--- src/design/dds_ctrl_pkg.sv ---
// Package: register map, field positions, reset values and timing of the DDS control bank.
// Assumes one system clock; the register buffers are loaded by the serial port logic outside.
`default_nettype none
package dds_ctrl_pkg;
   // Register indices as seen by the serial port
   localparam logic [2:0] ADDR_CONTROL_WORD_A = 3'h0;
   localparam logic [2:0] ADDR_CONTROL_WORD_B = 3'h1;
   localparam logic [2:0] ADDR_AMPLITUDE_SCALE = 3'h2;
   localparam logic [2:0] ADDR_AMPLITUDE_RAMP_RATE = 3'h3;
   localparam logic [2:0] ADDR_FREQUENCY_TUNING_WORD = 3'h4;
   localparam logic [2:0] ADDR_PHASE_OFFSET_WORD = 3'h5;
   // Widths
   localparam int CWA_W = 32;
   localparam int CWB_W = 24;
   localparam int ASF_W = 16;
   localparam int ARR_W = 8;
   localparam int FTW_W = 32;
   localparam int POW_W = 14;
   localparam int SCALE_W = 14;
   localparam int MULT_W = 5;
   // Control word A bit positions
   localparam int CWA_RAMP_LOAD_UPD = 26;
   localparam int CWA_KEY_EN = 25;
   localparam int CWA_KEY_AUTO = 24;
   localparam int CWA_AUTO_SYNC = 23;
   localparam int CWA_SW_SYNC = 22;
   localparam int CWA_AUTO_CLR = 13;
   localparam int CWA_SINE_SEL = 12;
   localparam int CWA_CLR_ACC = 10;
   localparam int CWA_SDIO_IN_ONLY = 9;
   localparam int CWA_LSB_FIRST = 8;
   localparam int CWA_DIG_PD = 7;
   localparam int CWA_DAC_PD = 5;
   localparam int CWA_CLK_IN_PD = 4;
   localparam int CWA_EXT_PD_FULL = 3;
   localparam int CWA_SYNC_OUT_DIS = 1;
   // Control word B bit positions
   localparam int CWB_HS_SYNC = 11;
   localparam int CWB_HW_SYNC = 10;
   localparam int CWB_XTAL_OUT = 9;
   localparam int CWB_MULT_LSB = 3;
   localparam int CWB_VCO_HIGH = 2;
   localparam int CWB_CP_LSB = 0;
   // Amplitude scale fields
   localparam int ASF_STEP_LSB = 14;
   // Writable bits; everything else reads as zero
   localparam logic [CWA_W-1:0] CWA_MASK = 32'h07C0_37BA;
   localparam logic [CWB_W-1:0] CWB_MASK = 24'h00_0EFF;
   // Reset values
   localparam logic [CWA_W-1:0] CWA_RESET = 32'h0000_0000;
   localparam logic [CWB_W-1:0] CWB_RESET = 24'h00_0000;
   localparam logic [ASF_W-1:0] ASF_RESET = 16'h0000;
   localparam logic [ARR_W-1:0] ARR_RESET = 8'h00;
   localparam logic [FTW_W-1:0] FTW_RESET = 32'h0000_0000;
   localparam logic [POW_W-1:0] POW_RESET = 14'h0000;
   // Multiplier range
   localparam logic [MULT_W-1:0] MULT_MIN = 5'h04;
   localparam logic [MULT_W-1:0] MULT_MAX = 5'h14;
   // Sync clock: system clock divided by four, rising edge at count zero
   localparam int SYNC_DIV = 4;
   localparam logic [1:0] SYNC_RISE = 2'h0;
   localparam logic [1:0] SYNC_HIGH_END = 2'h1;
   localparam logic [SCALE_W-1:0] TIMER_TIMEOUT = 14'h0001;
endpackage
`default_nettype wire

--- src/design/keying_if.sv ---
// Interface between the register bank and the shaped keying ramp.
// Assumes both ends run on the same system clock.
`default_nettype none
interface keying_if;
   logic auto_en;
   logic load_on_update;
   logic update;
   logic suspend;
   logic key_pin;
   logic [dds_ctrl_pkg::ARR_W-1:0] rate;
   logic [1:0] step_code;
   logic [dds_ctrl_pkg::SCALE_W-1:0] ceiling;
   logic [dds_ctrl_pkg::SCALE_W-1:0] scale;
   modport ctrl (output auto_en, output load_on_update, output update, output suspend, output key_pin,
      output rate, output step_code, output ceiling, input scale);
   modport ramp (input auto_en, input load_on_update, input update, input suspend, input key_pin,
      input rate, input step_code, input ceiling, output scale);
endinterface
`default_nettype wire

--- src/design/keying_ramp.sv ---
// Automatic shaped keying: ramp rate timer and amplitude scale counter.
// Assumes the keying pin is synchronous to the system clock.
`default_nettype none
module keying_ramp (
   input wire logic i_clk,
   input wire logic i_arst_n,
   keying_if.ramp k
);
   typedef struct packed {
      logic [dds_ctrl_pkg::ARR_W-1:0] timer;
      logic [dds_ctrl_pkg::SCALE_W-1:0] scale;
      logic pin;
      logic auto_en;
   } ramp_state_t;

   ramp_state_t s_q, s_d;

   function automatic logic [dds_ctrl_pkg::SCALE_W:0] step_size(input logic [1:0] code);
      step_size = (dds_ctrl_pkg::SCALE_W+1)'(1) << code;
   endfunction

   logic timeout;
   logic force_load;
   logic [dds_ctrl_pkg::SCALE_W:0] up;
   logic [dds_ctrl_pkg::SCALE_W:0] step;

   always_comb begin
      s_d = s_q;
      s_d.pin = k.key_pin;
      s_d.auto_en = k.auto_en;
      step = step_size(k.step_code);
      up = {1'b0, s_q.scale} + step;
      // Zero is treated as a timeout as well so a cleared rate does not stall the timer
      timeout = (s_q.timer <= dds_ctrl_pkg::TIMER_TIMEOUT[dds_ctrl_pkg::ARR_W-1:0]);
      force_load = (k.key_pin != s_q.pin) || (k.auto_en && !s_q.auto_en)
         || (k.load_on_update && k.update);
      if (!k.auto_en) begin
         s_d.scale = '0;
         s_d.timer = k.rate;
      end else if (!k.suspend) begin
         if (timeout || force_load) begin
            s_d.timer = k.rate;
         end else begin
            s_d.timer = s_q.timer - 1'b1;
         end
         if (timeout) begin
            if (k.key_pin) begin
               s_d.scale = (up > {1'b0, k.ceiling}) ? k.ceiling : up[dds_ctrl_pkg::SCALE_W-1:0];
            end else if ({1'b0, s_q.scale} > step) begin
               s_d.scale = s_q.scale - step[dds_ctrl_pkg::SCALE_W-1:0];
            end else begin
               s_d.scale = '0;
            end
         end
         if (!k.key_pin && s_d.scale > k.ceiling) begin
            s_d.scale = k.ceiling;
         end
      end
   end

   always_ff @(posedge i_clk or negedge i_arst_n) begin
      if (!i_arst_n) begin
         s_q <= '0;
      end else begin
         s_q <= s_d;
      end
   end

   assign k.scale = s_q.scale;
endmodule
`default_nettype wire

--- src/design/dds_control_register_bank.sv ---
// Control register bank of a direct digital synthesizer with its phase path and sync clock.
// Assumes the serial port logic writes the buffers and the update pin is synchronous to i_clk.
//
// Functional notes
// - Bit 26 low: ramp timer reloads on timeout, keying pin change or auto enable.
// - Bit 26 high: update strobe also reloads timer.
// - Bit 25 clear bypasses amplitude scaling.
// - Manual keying multiplies samples by scale factor.
// - Auto keying ramps scale following keying pin.
// - Bit 23 aligns sync clock to sync input.
// - Bit 22 resets sync divider to rising-edge count zero, then self-clears.
// - Bit 13 clears accumulator once per update.
// - Bit 12 selects sine, else cosine.
// - Bit 10 holds accumulator at zero.
// - Bit 9 makes serial data pin input-only.
// - Bit 8 selects least-significant bit first.
// - Bit 7 suspends accumulator, phase, converter and ramp logic.
// - Bits 5, 4 power down converter, clock input.
// - Power-down pin acts per bit 3 mode.
// - Bit 1 holds sync clock pin low.
// - Hardware sync advances one clock per edge.
// - Multiplier 4 to 20, otherwise bypassed.
// - Scale register gives step and ceiling.
// - Ramp rate sets scale counter stepping interval.
// - Tuning word is the accumulator increment.
// - Phase offset added to accumulator output.
// - Step codes give 1, 2, 4, 8.
// - Ramp timer reloads at one, clocking scale.
// - Sync clock is clock/4; update sampled there.
// - Writes land in buffers until update.
`default_nettype none
module dds_control_register_bank (
   input wire logic i_clk,
   input wire logic i_arst_n,
   input wire logic i_wr_en,
   input wire logic [2:0] i_wr_addr,
   input wire logic [31:0] i_wr_data,
   input wire logic [2:0] i_rd_addr,
   output logic [31:0] o_rd_data,
   input wire logic i_io_update,
   input wire logic i_sync_in,
   input wire logic i_shaped_keying_pin,
   input wire logic i_external_power_down_pin,
   input wire logic [13:0] i_amp_sample,
   output logic o_sync_clk,
   output logic [31:0] o_phase_acc,
   output logic [13:0] o_phase_word,
   output logic [13:0] o_dac_data,
   output logic [13:0] o_amplitude_scale_value,
   output logic o_sine_sel,
   output logic o_sdio_input_only,
   output logic o_lsb_first,
   output logic o_digital_pd,
   output logic o_dac_pd,
   output logic o_clk_in_pd,
   output logic o_pll_pd,
   output logic [4:0] o_pll_mult,
   output logic o_pll_bypass,
   output logic o_vco_high_range,
   output logic [1:0] o_cp_current,
   output logic o_crystal_out_en,
   output logic o_hs_sync_en
);
   typedef struct packed {
      logic [dds_ctrl_pkg::CWA_W-1:0] cwa_buf;
      logic [dds_ctrl_pkg::CWA_W-1:0] cwa;
      logic [dds_ctrl_pkg::CWB_W-1:0] cwb_buf;
      logic [dds_ctrl_pkg::CWB_W-1:0] cwb;
      logic [dds_ctrl_pkg::ASF_W-1:0] asf_buf;
      logic [dds_ctrl_pkg::ASF_W-1:0] amplitude_scale;
      logic [dds_ctrl_pkg::ARR_W-1:0] arr_buf;
      logic [dds_ctrl_pkg::ARR_W-1:0] amplitude_ramp_rate;
      logic [dds_ctrl_pkg::FTW_W-1:0] ftw_buf;
      logic [dds_ctrl_pkg::FTW_W-1:0] ftw;
      logic [dds_ctrl_pkg::POW_W-1:0] pow_buf;
      logic [dds_ctrl_pkg::POW_W-1:0] phase_offset_word;
      logic [dds_ctrl_pkg::FTW_W-1:0] acc;
      logic [1:0] div;
      logic sync_in;
      logic sync_clk;
      logic [dds_ctrl_pkg::POW_W-1:0] phase;
      logic [dds_ctrl_pkg::SCALE_W-1:0] dac;
   } bank_state_t;

   bank_state_t s_q, s_d;

   keying_if key_bus ();

   keying_ramp u_ramp (
      .i_clk(i_clk),
      .i_arst_n(i_arst_n),
      .k(key_bus.ramp)
   );

   function automatic logic mult_in_range(input logic [dds_ctrl_pkg::MULT_W-1:0] m);
      mult_in_range = (m >= dds_ctrl_pkg::MULT_MIN) && (m <= dds_ctrl_pkg::MULT_MAX);
   endfunction

   function automatic logic [31:0] read_mux(input bank_state_t s, input logic [2:0] a);
      unique case (a)
         dds_ctrl_pkg::ADDR_CONTROL_WORD_A: read_mux = s.cwa_buf;
         dds_ctrl_pkg::ADDR_CONTROL_WORD_B: read_mux = {8'h00, s.cwb_buf};
         dds_ctrl_pkg::ADDR_AMPLITUDE_SCALE: read_mux = {16'h0000, s.asf_buf};
         dds_ctrl_pkg::ADDR_AMPLITUDE_RAMP_RATE: read_mux = {24'h00_0000, s.arr_buf};
         dds_ctrl_pkg::ADDR_FREQUENCY_TUNING_WORD: read_mux = s.ftw_buf;
         dds_ctrl_pkg::ADDR_PHASE_OFFSET_WORD: read_mux = {18'h0_0000, s.pow_buf};
         default: read_mux = 32'h0000_0000;
      endcase
   endfunction

   logic update_take;
   logic sync_rise_in;
   logic ext_full;
   logic suspend;
   logic key_en;
   logic key_auto;
   logic [dds_ctrl_pkg::SCALE_W-1:0] scale_sel;
   logic [2*dds_ctrl_pkg::SCALE_W-1:0] product;
   logic [dds_ctrl_pkg::POW_W-1:0] acc_top;

   // Update pin counts only at the sync clock rising edge
   assign update_take = i_io_update && (s_q.div == dds_ctrl_pkg::SYNC_RISE);
   assign sync_rise_in = i_sync_in && !s_q.sync_in;
   assign ext_full = i_external_power_down_pin && s_q.cwa[dds_ctrl_pkg::CWA_EXT_PD_FULL];
   assign suspend = s_q.cwa[dds_ctrl_pkg::CWA_DIG_PD] || i_external_power_down_pin;
   assign key_en = s_q.cwa[dds_ctrl_pkg::CWA_KEY_EN];
   assign key_auto = key_en && s_q.cwa[dds_ctrl_pkg::CWA_KEY_AUTO];

   always_comb begin
      key_bus.auto_en = key_auto;
      key_bus.load_on_update = s_q.cwa[dds_ctrl_pkg::CWA_RAMP_LOAD_UPD];
      key_bus.update = update_take;
      key_bus.suspend = suspend;
      key_bus.key_pin = i_shaped_keying_pin;
      key_bus.rate = s_q.amplitude_ramp_rate;
      key_bus.step_code = s_q.amplitude_scale[dds_ctrl_pkg::ASF_W-1:dds_ctrl_pkg::ASF_STEP_LSB];
      key_bus.ceiling = s_q.amplitude_scale[dds_ctrl_pkg::SCALE_W-1:0];
   end

   always_comb begin
      if (key_auto) begin
         scale_sel = key_bus.scale;
      end else begin
         scale_sel = s_q.amplitude_scale[dds_ctrl_pkg::SCALE_W-1:0];
      end
      product = i_amp_sample * scale_sel;
      acc_top = s_q.acc[dds_ctrl_pkg::FTW_W-1 -: dds_ctrl_pkg::POW_W];
   end

   always_comb begin
      s_d = s_q;
      s_d.sync_in = i_sync_in;

      // Buffered serial writes; the serial port keeps working while suspended
      if (i_wr_en) begin
         unique case (i_wr_addr)
            dds_ctrl_pkg::ADDR_CONTROL_WORD_A: s_d.cwa_buf = i_wr_data & dds_ctrl_pkg::CWA_MASK;
            dds_ctrl_pkg::ADDR_CONTROL_WORD_B: begin
               s_d.cwb_buf = i_wr_data[dds_ctrl_pkg::CWB_W-1:0] & dds_ctrl_pkg::CWB_MASK;
            end
            dds_ctrl_pkg::ADDR_AMPLITUDE_SCALE: s_d.asf_buf = i_wr_data[dds_ctrl_pkg::ASF_W-1:0];
            dds_ctrl_pkg::ADDR_AMPLITUDE_RAMP_RATE: s_d.arr_buf = i_wr_data[dds_ctrl_pkg::ARR_W-1:0];
            dds_ctrl_pkg::ADDR_FREQUENCY_TUNING_WORD: s_d.ftw_buf = i_wr_data;
            dds_ctrl_pkg::ADDR_PHASE_OFFSET_WORD: s_d.pow_buf = i_wr_data[dds_ctrl_pkg::POW_W-1:0];
            default: ;
         endcase
      end

      // Commit the buffers on an accepted update
      if (update_take) begin
         s_d.cwa = s_q.cwa_buf;
         s_d.cwb = s_q.cwb_buf;
         s_d.amplitude_scale = s_q.asf_buf;
         s_d.amplitude_ramp_rate = s_q.arr_buf;
         s_d.ftw = s_q.ftw_buf;
         s_d.phase_offset_word = s_q.pow_buf;
      end

      // Sync clock divider and its alignment modes
      s_d.div = s_q.div + 2'h1;
      if (s_q.cwa[dds_ctrl_pkg::CWA_AUTO_SYNC]) begin
         if (sync_rise_in) begin
            s_d.div = dds_ctrl_pkg::SYNC_RISE;
         end
      end else if (s_q.cwb[dds_ctrl_pkg::CWB_HW_SYNC] && sync_rise_in) begin
         s_d.div = s_q.div + 2'h2;
      end else if (s_q.cwa[dds_ctrl_pkg::CWA_SW_SYNC]) begin
         s_d.div = dds_ctrl_pkg::SYNC_RISE;
      end

      // Software sync is a one-shot; a new write in this cycle wins over the clear
      if (s_q.cwa[dds_ctrl_pkg::CWA_SW_SYNC]) begin
         s_d.cwa[dds_ctrl_pkg::CWA_SW_SYNC] = 1'b0;
         if (!(i_wr_en && i_wr_addr == dds_ctrl_pkg::ADDR_CONTROL_WORD_A
               && i_wr_data[dds_ctrl_pkg::CWA_SW_SYNC])) begin
            s_d.cwa_buf[dds_ctrl_pkg::CWA_SW_SYNC] = 1'b0;
         end
      end

      // Internal timing keeps running; only the pin is forced low
      s_d.sync_clk = (s_d.div <= dds_ctrl_pkg::SYNC_HIGH_END)
         && !s_d.cwa[dds_ctrl_pkg::CWA_SYNC_OUT_DIS];

      // Phase accumulator
      if (s_q.cwa[dds_ctrl_pkg::CWA_CLR_ACC]) begin
         s_d.acc = '0;
      end else if (update_take && s_q.cwa_buf[dds_ctrl_pkg::CWA_AUTO_CLR]) begin
         s_d.acc = '0;
      end else if (!suspend) begin
         s_d.acc = s_q.acc + s_q.ftw;
      end

      // Phase word and scaled converter sample
      if (!suspend) begin
         s_d.phase = acc_top + s_q.phase_offset_word;
         if (key_en) begin
            s_d.dac = product[2*dds_ctrl_pkg::SCALE_W-1:dds_ctrl_pkg::SCALE_W];
         end else begin
            s_d.dac = i_amp_sample;
         end
      end
   end

   always_ff @(posedge i_clk or negedge i_arst_n) begin
      if (!i_arst_n) begin
         s_q <= '0;
      end else begin
         s_q <= s_d;
      end
   end

   always_comb begin
      o_rd_data = read_mux(s_q, i_rd_addr);
      o_sync_clk = s_q.sync_clk;
      o_phase_acc = s_q.acc;
      o_phase_word = s_q.phase;
      o_dac_data = s_q.dac;
      o_amplitude_scale_value = scale_sel;
      o_sine_sel = s_q.cwa[dds_ctrl_pkg::CWA_SINE_SEL];
      o_sdio_input_only = s_q.cwa[dds_ctrl_pkg::CWA_SDIO_IN_ONLY];
      o_lsb_first = s_q.cwa[dds_ctrl_pkg::CWA_LSB_FIRST];
      o_digital_pd = suspend;
      o_dac_pd = s_q.cwa[dds_ctrl_pkg::CWA_DAC_PD] || i_external_power_down_pin;
      o_clk_in_pd = s_q.cwa[dds_ctrl_pkg::CWA_CLK_IN_PD] || ext_full;
      o_pll_pd = ext_full;
      o_pll_mult = s_q.cwb[dds_ctrl_pkg::CWB_MULT_LSB +: dds_ctrl_pkg::MULT_W];
      o_pll_bypass = !mult_in_range(o_pll_mult);
      o_vco_high_range = s_q.cwb[dds_ctrl_pkg::CWB_VCO_HIGH];
      o_cp_current = s_q.cwb[dds_ctrl_pkg::CWB_CP_LSB +: 2];
      o_crystal_out_en = s_q.cwb[dds_ctrl_pkg::CWB_XTAL_OUT];
      o_hs_sync_en = s_q.cwb[dds_ctrl_pkg::CWB_HS_SYNC];
   end
endmodule
`default_nettype wire

--- config.mk ---
export PLATFORM = sky130hd
export DESIGN_NAME = dds_control_register_bank
export DESIGN_NICKNAME = d
export VERILOG_FILES = /design/src/design/dds_ctrl_pkg.sv /design/src/design/keying_if.sv /design/src/design/keying_ramp.sv /design/src/design/dds_control_register_bank.sv
export SDC_FILE = /design/constraint.sdc
export NUM_CORES = 1
export LEC_CHECK = 0
export BUFFER_PORTS_ARGS = -buffer_cell sky130_fd_sc_hd__clkbuf_2
export CAP_MARGIN = 0
export CORE_UTILIZATION = 44
export DETAILED_ROUTE_END_ITERATION = 8
export HOLD_SLACK_MARGIN = 0.1
export PLACE_DENSITY = 0.63
export SETUP_SLACK_MARGIN = 0.5
export SLEW_MARGIN = 25
export SYNTH_ARGS = -nofsm -noshare
export SYNTH_HDL_FRONTEND = slang
export SYNTH_HIERARCHICAL = 1
export SYNTH_SLANG_ARGS = --single-unit
--- constraint.sdc ---
create_clock -name i_clk -period 18.8 [get_ports i_clk]
set_clock_uncertainty 0.05 [all_clocks]
set_input_delay 3.76 -clock i_clk [delete_from_list [all_inputs] [get_ports i_clk]]
set_output_delay 3.76 -clock i_clk [all_outputs]
set_load 0.05 [all_outputs]
==> results.yml, run 1 <==
run_status:
  status: "finished, final reports clean"
logic_synthesis:
  synth_top_flop_cell: "dfrtp_1"
  syn_nets: 2734
  synth_cell_types: 86
  postSynthCellCount: 2357
  async_reset_ff_frac: 1.00
  yosysSeqAreaShare: 0.304
  yosysTopAreaCell: "dfrtp_1"
  yosys_warnings: 6
  synth_seq_cells: 279
  netlist.area_leader.share: 0.304
  syn_area_um2: 23000
  avgSynthCellArea_um2: 9.76
  synth_edf_count: 0
  synth_area_leaders: "dfrtp_1 30%, fa_1 13%, mux2_2 10%"
die:
  chipWidth_um: 231
  die_y_um: 231
  design.die.area_um2: 53200
  io-pin-count: 184
  row_count: 83
  start_util: 0.446
  core_area_um2: 51500
timing:
  rsz0062_at_grt: "no"
  tns_ns: 0
  timing_max_transition_violations_final: 0
  post-route-min-period_ns: 9.78
  slew_headroom: 0.294
  final_min_period_over_clock_period: 0.520
  tightestPinTransition_ns: 1.06
  max_freq_mhz: 102
  finalSetupViolCount: 0
  hold_viol: 0
cts:
  cts_sinks: 279
  path_clk_slew_ns: 0.05
  cts_tree: "yes"
  cts_root_buf: "clkbuf_16"
  htree_num_levels: 2
  cts_setup_buffers: 0
  clk_path_buf_depth: 3
  numCtsBuffers: 34
  cts_resized: 0
  postCtsHoldBufs: 0
  clk_latency_ns: 0.54
routing:
  drt-wirelength-per-cell_um: 20.6
  wl_um: 63900
  drtAntennaViolNets: 0
  drtIter0Drc: 1021
  first_pass_iters: 5
  drc_errors: 0
  vias_per_cell: 5.62
  num_vias: 17500
setup_path:
  timing.rr.start: "key_bus.step_code[1]"
  r2r_cells: 23
  crit_path_end_kind: "output pin"
  rrSetupSlack_ns: 10.87
  path_max_fanout: 32
  required_ns: 14.99
  critPathArrivalTime_ns: 5.97
  path_class: "in2out"
  start_kind: "primary input"
  rr_endpoint: "u_ramp/k.scale[6]"
global_route:
  grt_overflow_total: 0
  grt_max_degree: 143
  grt_usage: 0.243
  grt_pass1_wl_um: 101000
  grt_pass1_vias: 17900
  antenna_found_initial: 6
cells_and_area:
  nets: 2773
  syn_to_final_growth_pct: 8.51
  layout.cells.most_common_list: "279 x dfrtp_1, 233 x nand2_1, 230 x inv_1"
  drive_above_1_share: 0.207
  final_common_cell: "dfrtp_1"
hold_path:
  worstHoldPathCells: 2
  hold_class: "reg2reg"
  hp-start: "o_dac_data[0]"
  min_to: "o_dac_data[0]"
placement:
  dpl.hpwl_um: 47800
  io_buffer_count: 183
  gp_congestion: 0.935
run:
  maxCapViolCount: 0
## final cells by class
| type | count | area, µm² |
|---|---|---|
| Tap cell | 680 | 851 |
| Timing Repair Buffer | 198 | 1070 |
| Sequential cell | 279 | 6980 |
| Fill cell | 4824 | 26600 |
| Multi-Input combinational cell | 1650 | 14100 |
| Inverter | 233 | 877 |
| Clock buffer | 52 | 1010 |
| Antenna cell | 3 | 7.51 |
| Clock inverter | 10 | 101 |
## critical path, cell delays in order
cell	delay, ns
clkbuf_2	0.47
nor2_1	0.98
a22oi_1	0.24
o22ai_1	0.21
clkbuf_2	0.31
## cell usage after synthesis (all sizes together), types with 5 or more instances
master / count
a211o: 6
a211oi: 16
a21boi: 10
a21o: 30
a21oi: 123
a22oi: 9
a31oi: 25
and2: 93
and3: 17
and4: 6
buf: 103
clkbuf: 89
dfrtp: 279
fa: 144
ha: 174
inv: 231
mux2: 212
mux2i: 27
nand2: 234
nand2b: 20
nand3: 45
nand3b: 5
nand4: 24
nor2: 81
nor2b: 10
nor3: 21
nor3b: 7
nor4: 20
o211ai: 15
o21a: 9
o21ai: 108
o21bai: 8
o221ai: 5
o22ai: 8
o31a: 6
o31ai: 14
or2: 10
or3: 6
or4: 10
xnor2: 38
xor2: 21
## cells by family (layout without fill, tap and decap cells)
| group | Yosys count | after routing | synth area share |
|---|---|---|---|
| buffers and inverters | 428 | 493 | 0.0881 |
| AND/OR/NAND/NOR | 616 | 616 | 0.134 |
| XOR/XNOR | 59 | 59 | 0.0225 |
| multiplexers | 241 | 241 | 0.118 |
| adder cells (fa/ha/maj) | 318 | 318 | 0.220 |
| flip-flops | 279 | 279 | 0.304 |
| other | 0 | 3 | 0 |
| AO/OA/AOI/OAI | 416 | 416 | 0.115 |
## routing by layer
metal	part of all wire	GRT usage	vias to the layer above
li1	-	-	8082
met1	0.44	0.332	8697
met2	0.47	0.390	565
met3	0.065	0.0443	109
met4	0.027	0.0739	2
met5	0.00022	0	-
## worst max-delay path by stage
stage / slack, ns / end / cells after the start / startpoint
floorplan: 9.32 / o_rd_data[11] / 5 / i_rd_addr[0]
global placement: 9.06 / o_rd_data[5] / 5 / i_rd_addr[0]
detailed placement: 8.98 / o_dac_data[10] / 22 / i_amp_sample[9]
CTS: 9.01 / o_rd_data[5] / 5 / i_rd_addr[0]
global route: 8.89 / o_rd_data[5] / 5 / i_rd_addr[0]
finish: 9.02 / o_rd_data[5] / 5 / i_rd_addr[0]
## sequential cells by signal (all words and copies together) (netlist names), 2 cells and up, named ones only
register,flops
key_bus.step_code,2
key_bus.ceiling,14
o_dac_data,14
u_ramp/k.scale,14
o_pll_mult,5
s_q,154
key_bus.rate,8
u_ramp/s_q,10
o_phase_word,14
o_cp_current,2
o_phase_acc,32
## through the flow
step | cell area (µm²) | utilization | cells | hold WS, ns | setup WS [ns]
finish | 25000 | 0.484 | 3105 | 0.430 | 9.02
CTS | 24900 | 0.484 | 3101 | 0.426 | 9.01
detailed placement | 23800 | 0.462 | 3039 | 0.415 | 8.98
floorplan | 23000 | - | 2357 | 0.391 | 9.32
global route | 24900 | 0.484 | 3102 | 0.452 | 8.89
global placement | 23800 | 0.462 | 3039 | 0.407 | 9.06
Power of run 1 is not shown: default switching activity piles up to over one toggle a cycle in this logic, so the estimate is an artifact.
==> run 2: changes to the inputs <==
==> constraint.sdc (replaced) <==
create_clock -name i_clk -period 9.59 [get_ports i_clk]
set_clock_uncertainty 0.05 [all_clocks]
set_input_delay 1.918 -clock i_clk [delete_from_list [all_inputs] [get_ports i_clk]]
set_output_delay 1.918 -clock i_clk [all_outputs]
set_load 0.05 [all_outputs]
==> run 2 against run 1 <==
Compared with the run above: register-to-register slack got worse by 9.5 ns; global-route usage is 0.14 points lower; first-iteration DRC count grew 14%; wire length is 0.37% lower; highest routed layer unchanged.
==> results.yml, run 2 (synthesized netlist as in run 1, its figures left out) <==
cells_and_area:
  largest_register_ffs: 154
  largest-register: "s_q"
  drive_above_1_share: 0.209
  final_area_um2: 25000
  fin_cells: 3101
  register_area_um2: 6980
  final_common_cell: "dfrtp_1"
  n_fill_cell: 4850
  layout.cells.most_common_list: "279 x dfrtp_1, 233 x nand2_1, 230 x inv_1"
  syn_to_final_growth_pct: 8.73
  multiInputGateArea_um2: 14100
  diodes: 0
  nets: 2773
hold_path:
  hold_class: "reg2reg"
cts:
  cts_setup_buffers: 0
  path_clk_slew_ns: 0.06
  cts_tree: "yes"
  numCtsBuffers: 34
  cts_root_buf: "clkbuf_16"
  cts_resized: 0
  htree_num_levels: 2
  clk_path_buf_depth: 3
  postCtsHoldBufs: 0
  clk_latency_ns: 0.54
  cts_sinks: 279
die:
  row_count: 83
  die_y_um: 231
  chipWidth_um: 231
  core_area_um2: 51500
  start_util: 0.446
  io-pin-count: 184
  design.die.area_um2: 53200
timing:
  tns_ns: 0
  tightestPinTransition_ns: 1.02
  hold_viol: 0
  finalSetupViolCount: 0
  final_min_period_over_clock_period: 0.853
  max_freq_mhz: 122
  post-route-min-period_ns: 8.18
  rsz0062_at_grt: "no"
  slew_headroom: 0.315
  timing_max_transition_violations_final: 0
routing:
  drtAntennaViolNets: 0
  first_pass_iters: 5
  wl_um: 63700
  drt-wirelength-per-cell_um: 20.5
  vias_per_cell: 5.70
  drc_errors: 0
  num_vias: 17700
  drtIter0Drc: 1165
setup_path:
  crit_path_end_kind: "register"
  path_max_fanout: 22
  critPathArrivalTime_ns: 8.59
  path_class: "reg2reg"
  start_kind: "register"
  required_ns: 10.00
placement:
  placed_cells: 3039
  gp_congestion: 0.943
  dpl_cell_area_um2: 23800
  io_buffer_count: 183
  dpl.hpwl_um: 48100
global_route:
  grt_usage: 0.241
  grt_max_degree: 133
  grt_pass1_wl_um: 101000
  grt_pass1_vias: 17800
  antenna_found_initial: 2
  grt_overflow_total: 0
run_status:
  status: "finished, final reports clean"
run:
  maxCapViolCount: 0
## run 2: changes by cell type in the layout (fill, tap and decap cells not counted), sizes merged
cell	previous run	this run
clkbuf	234	229
clkinvlp	0	3
diode	3	0
bufinv	1	3
clkinv	9	8
## run 2: through the flow
| stage | hold WS (ns) | setup WS (ns) | util |
|---|---|---|---|
| floorplan | 0.391 | 2.25 | - |
| global placement | 0.404 | 1.63 | 0.462 |
| detailed placement | 0.417 | 1.51 | 0.462 |
| CTS | 0.426 | 1.52 | 0.485 |
| global route | 0.443 | 1.03 | 0.485 |
| finish | 0.424 | 1.41 | 0.485 |
## run 2: path summary, 6_finish.rpt
check / slack [ns] / endpoint / depth (start not counted) / startpoint
min in group asynchronous: 1.23 / o_phase_acc[8] / 1 / i_arst_n
hold reg to reg: 0.42 / o_phase_word[2] / 2 / o_phase_word[2]
setup reg to reg: 1.41 / o_dac_data[10] / 23 / key_en
hold / removal: 0.42 / o_phase_word[2] / 2 / o_phase_word[2]
setup / recovery: 1.41 / o_dac_data[10] / 23 / key_en
max in group asynchronous: 7.00 / o_dac_data[6] / 2 / i_arst_n
## run 2: routing by layer
layer | vias to the layer above | track usage | routed length, µm
li1 | 8071 | - | -
met1 | 8896 | 0.337 | 28300
met2 | 583 | 0.391 | 30100
met3 | 120 | 0.0293 | 3380
met4 | 2 | 0.0753 | 1930
met5 | - | 0 | 16
## run 2: final cells by class
class,instances,share of cell area
Tap cell,680,0.0340
Inverter,233,0.0351
Sequential cell,279,0.279
Clock buffer,47,0.0392
Clock inverter,14,0.00786
Timing Repair Buffer,198,0.0425
Multi-Input combinational cell,1650,0.562
## run 2: critical path: stages (launching register included)
cell      delay [ns]
dfrtp_1         0.98
nand2_1         0.64
mux2_2          0.60
and2_1          0.24
fa_1            0.53
inv_1           0.04
fa_1            0.48
inv_1           0.06
fa_1            0.52
fa_1            0.53
fa_1            0.54
inv_1           0.06
fa_1            0.53
inv_1           0.04
ha_1            0.35
a21oi_1         0.24
o211ai_1        0.13
a211o_1         0.26
o211ai_1        0.45
a21oi_1         0.18
a21oi_1         0.28
xnor2_1         0.15
mux2i_1         0.08
o21ai_1         0.15
Power of run 2 is left out for the same reason.
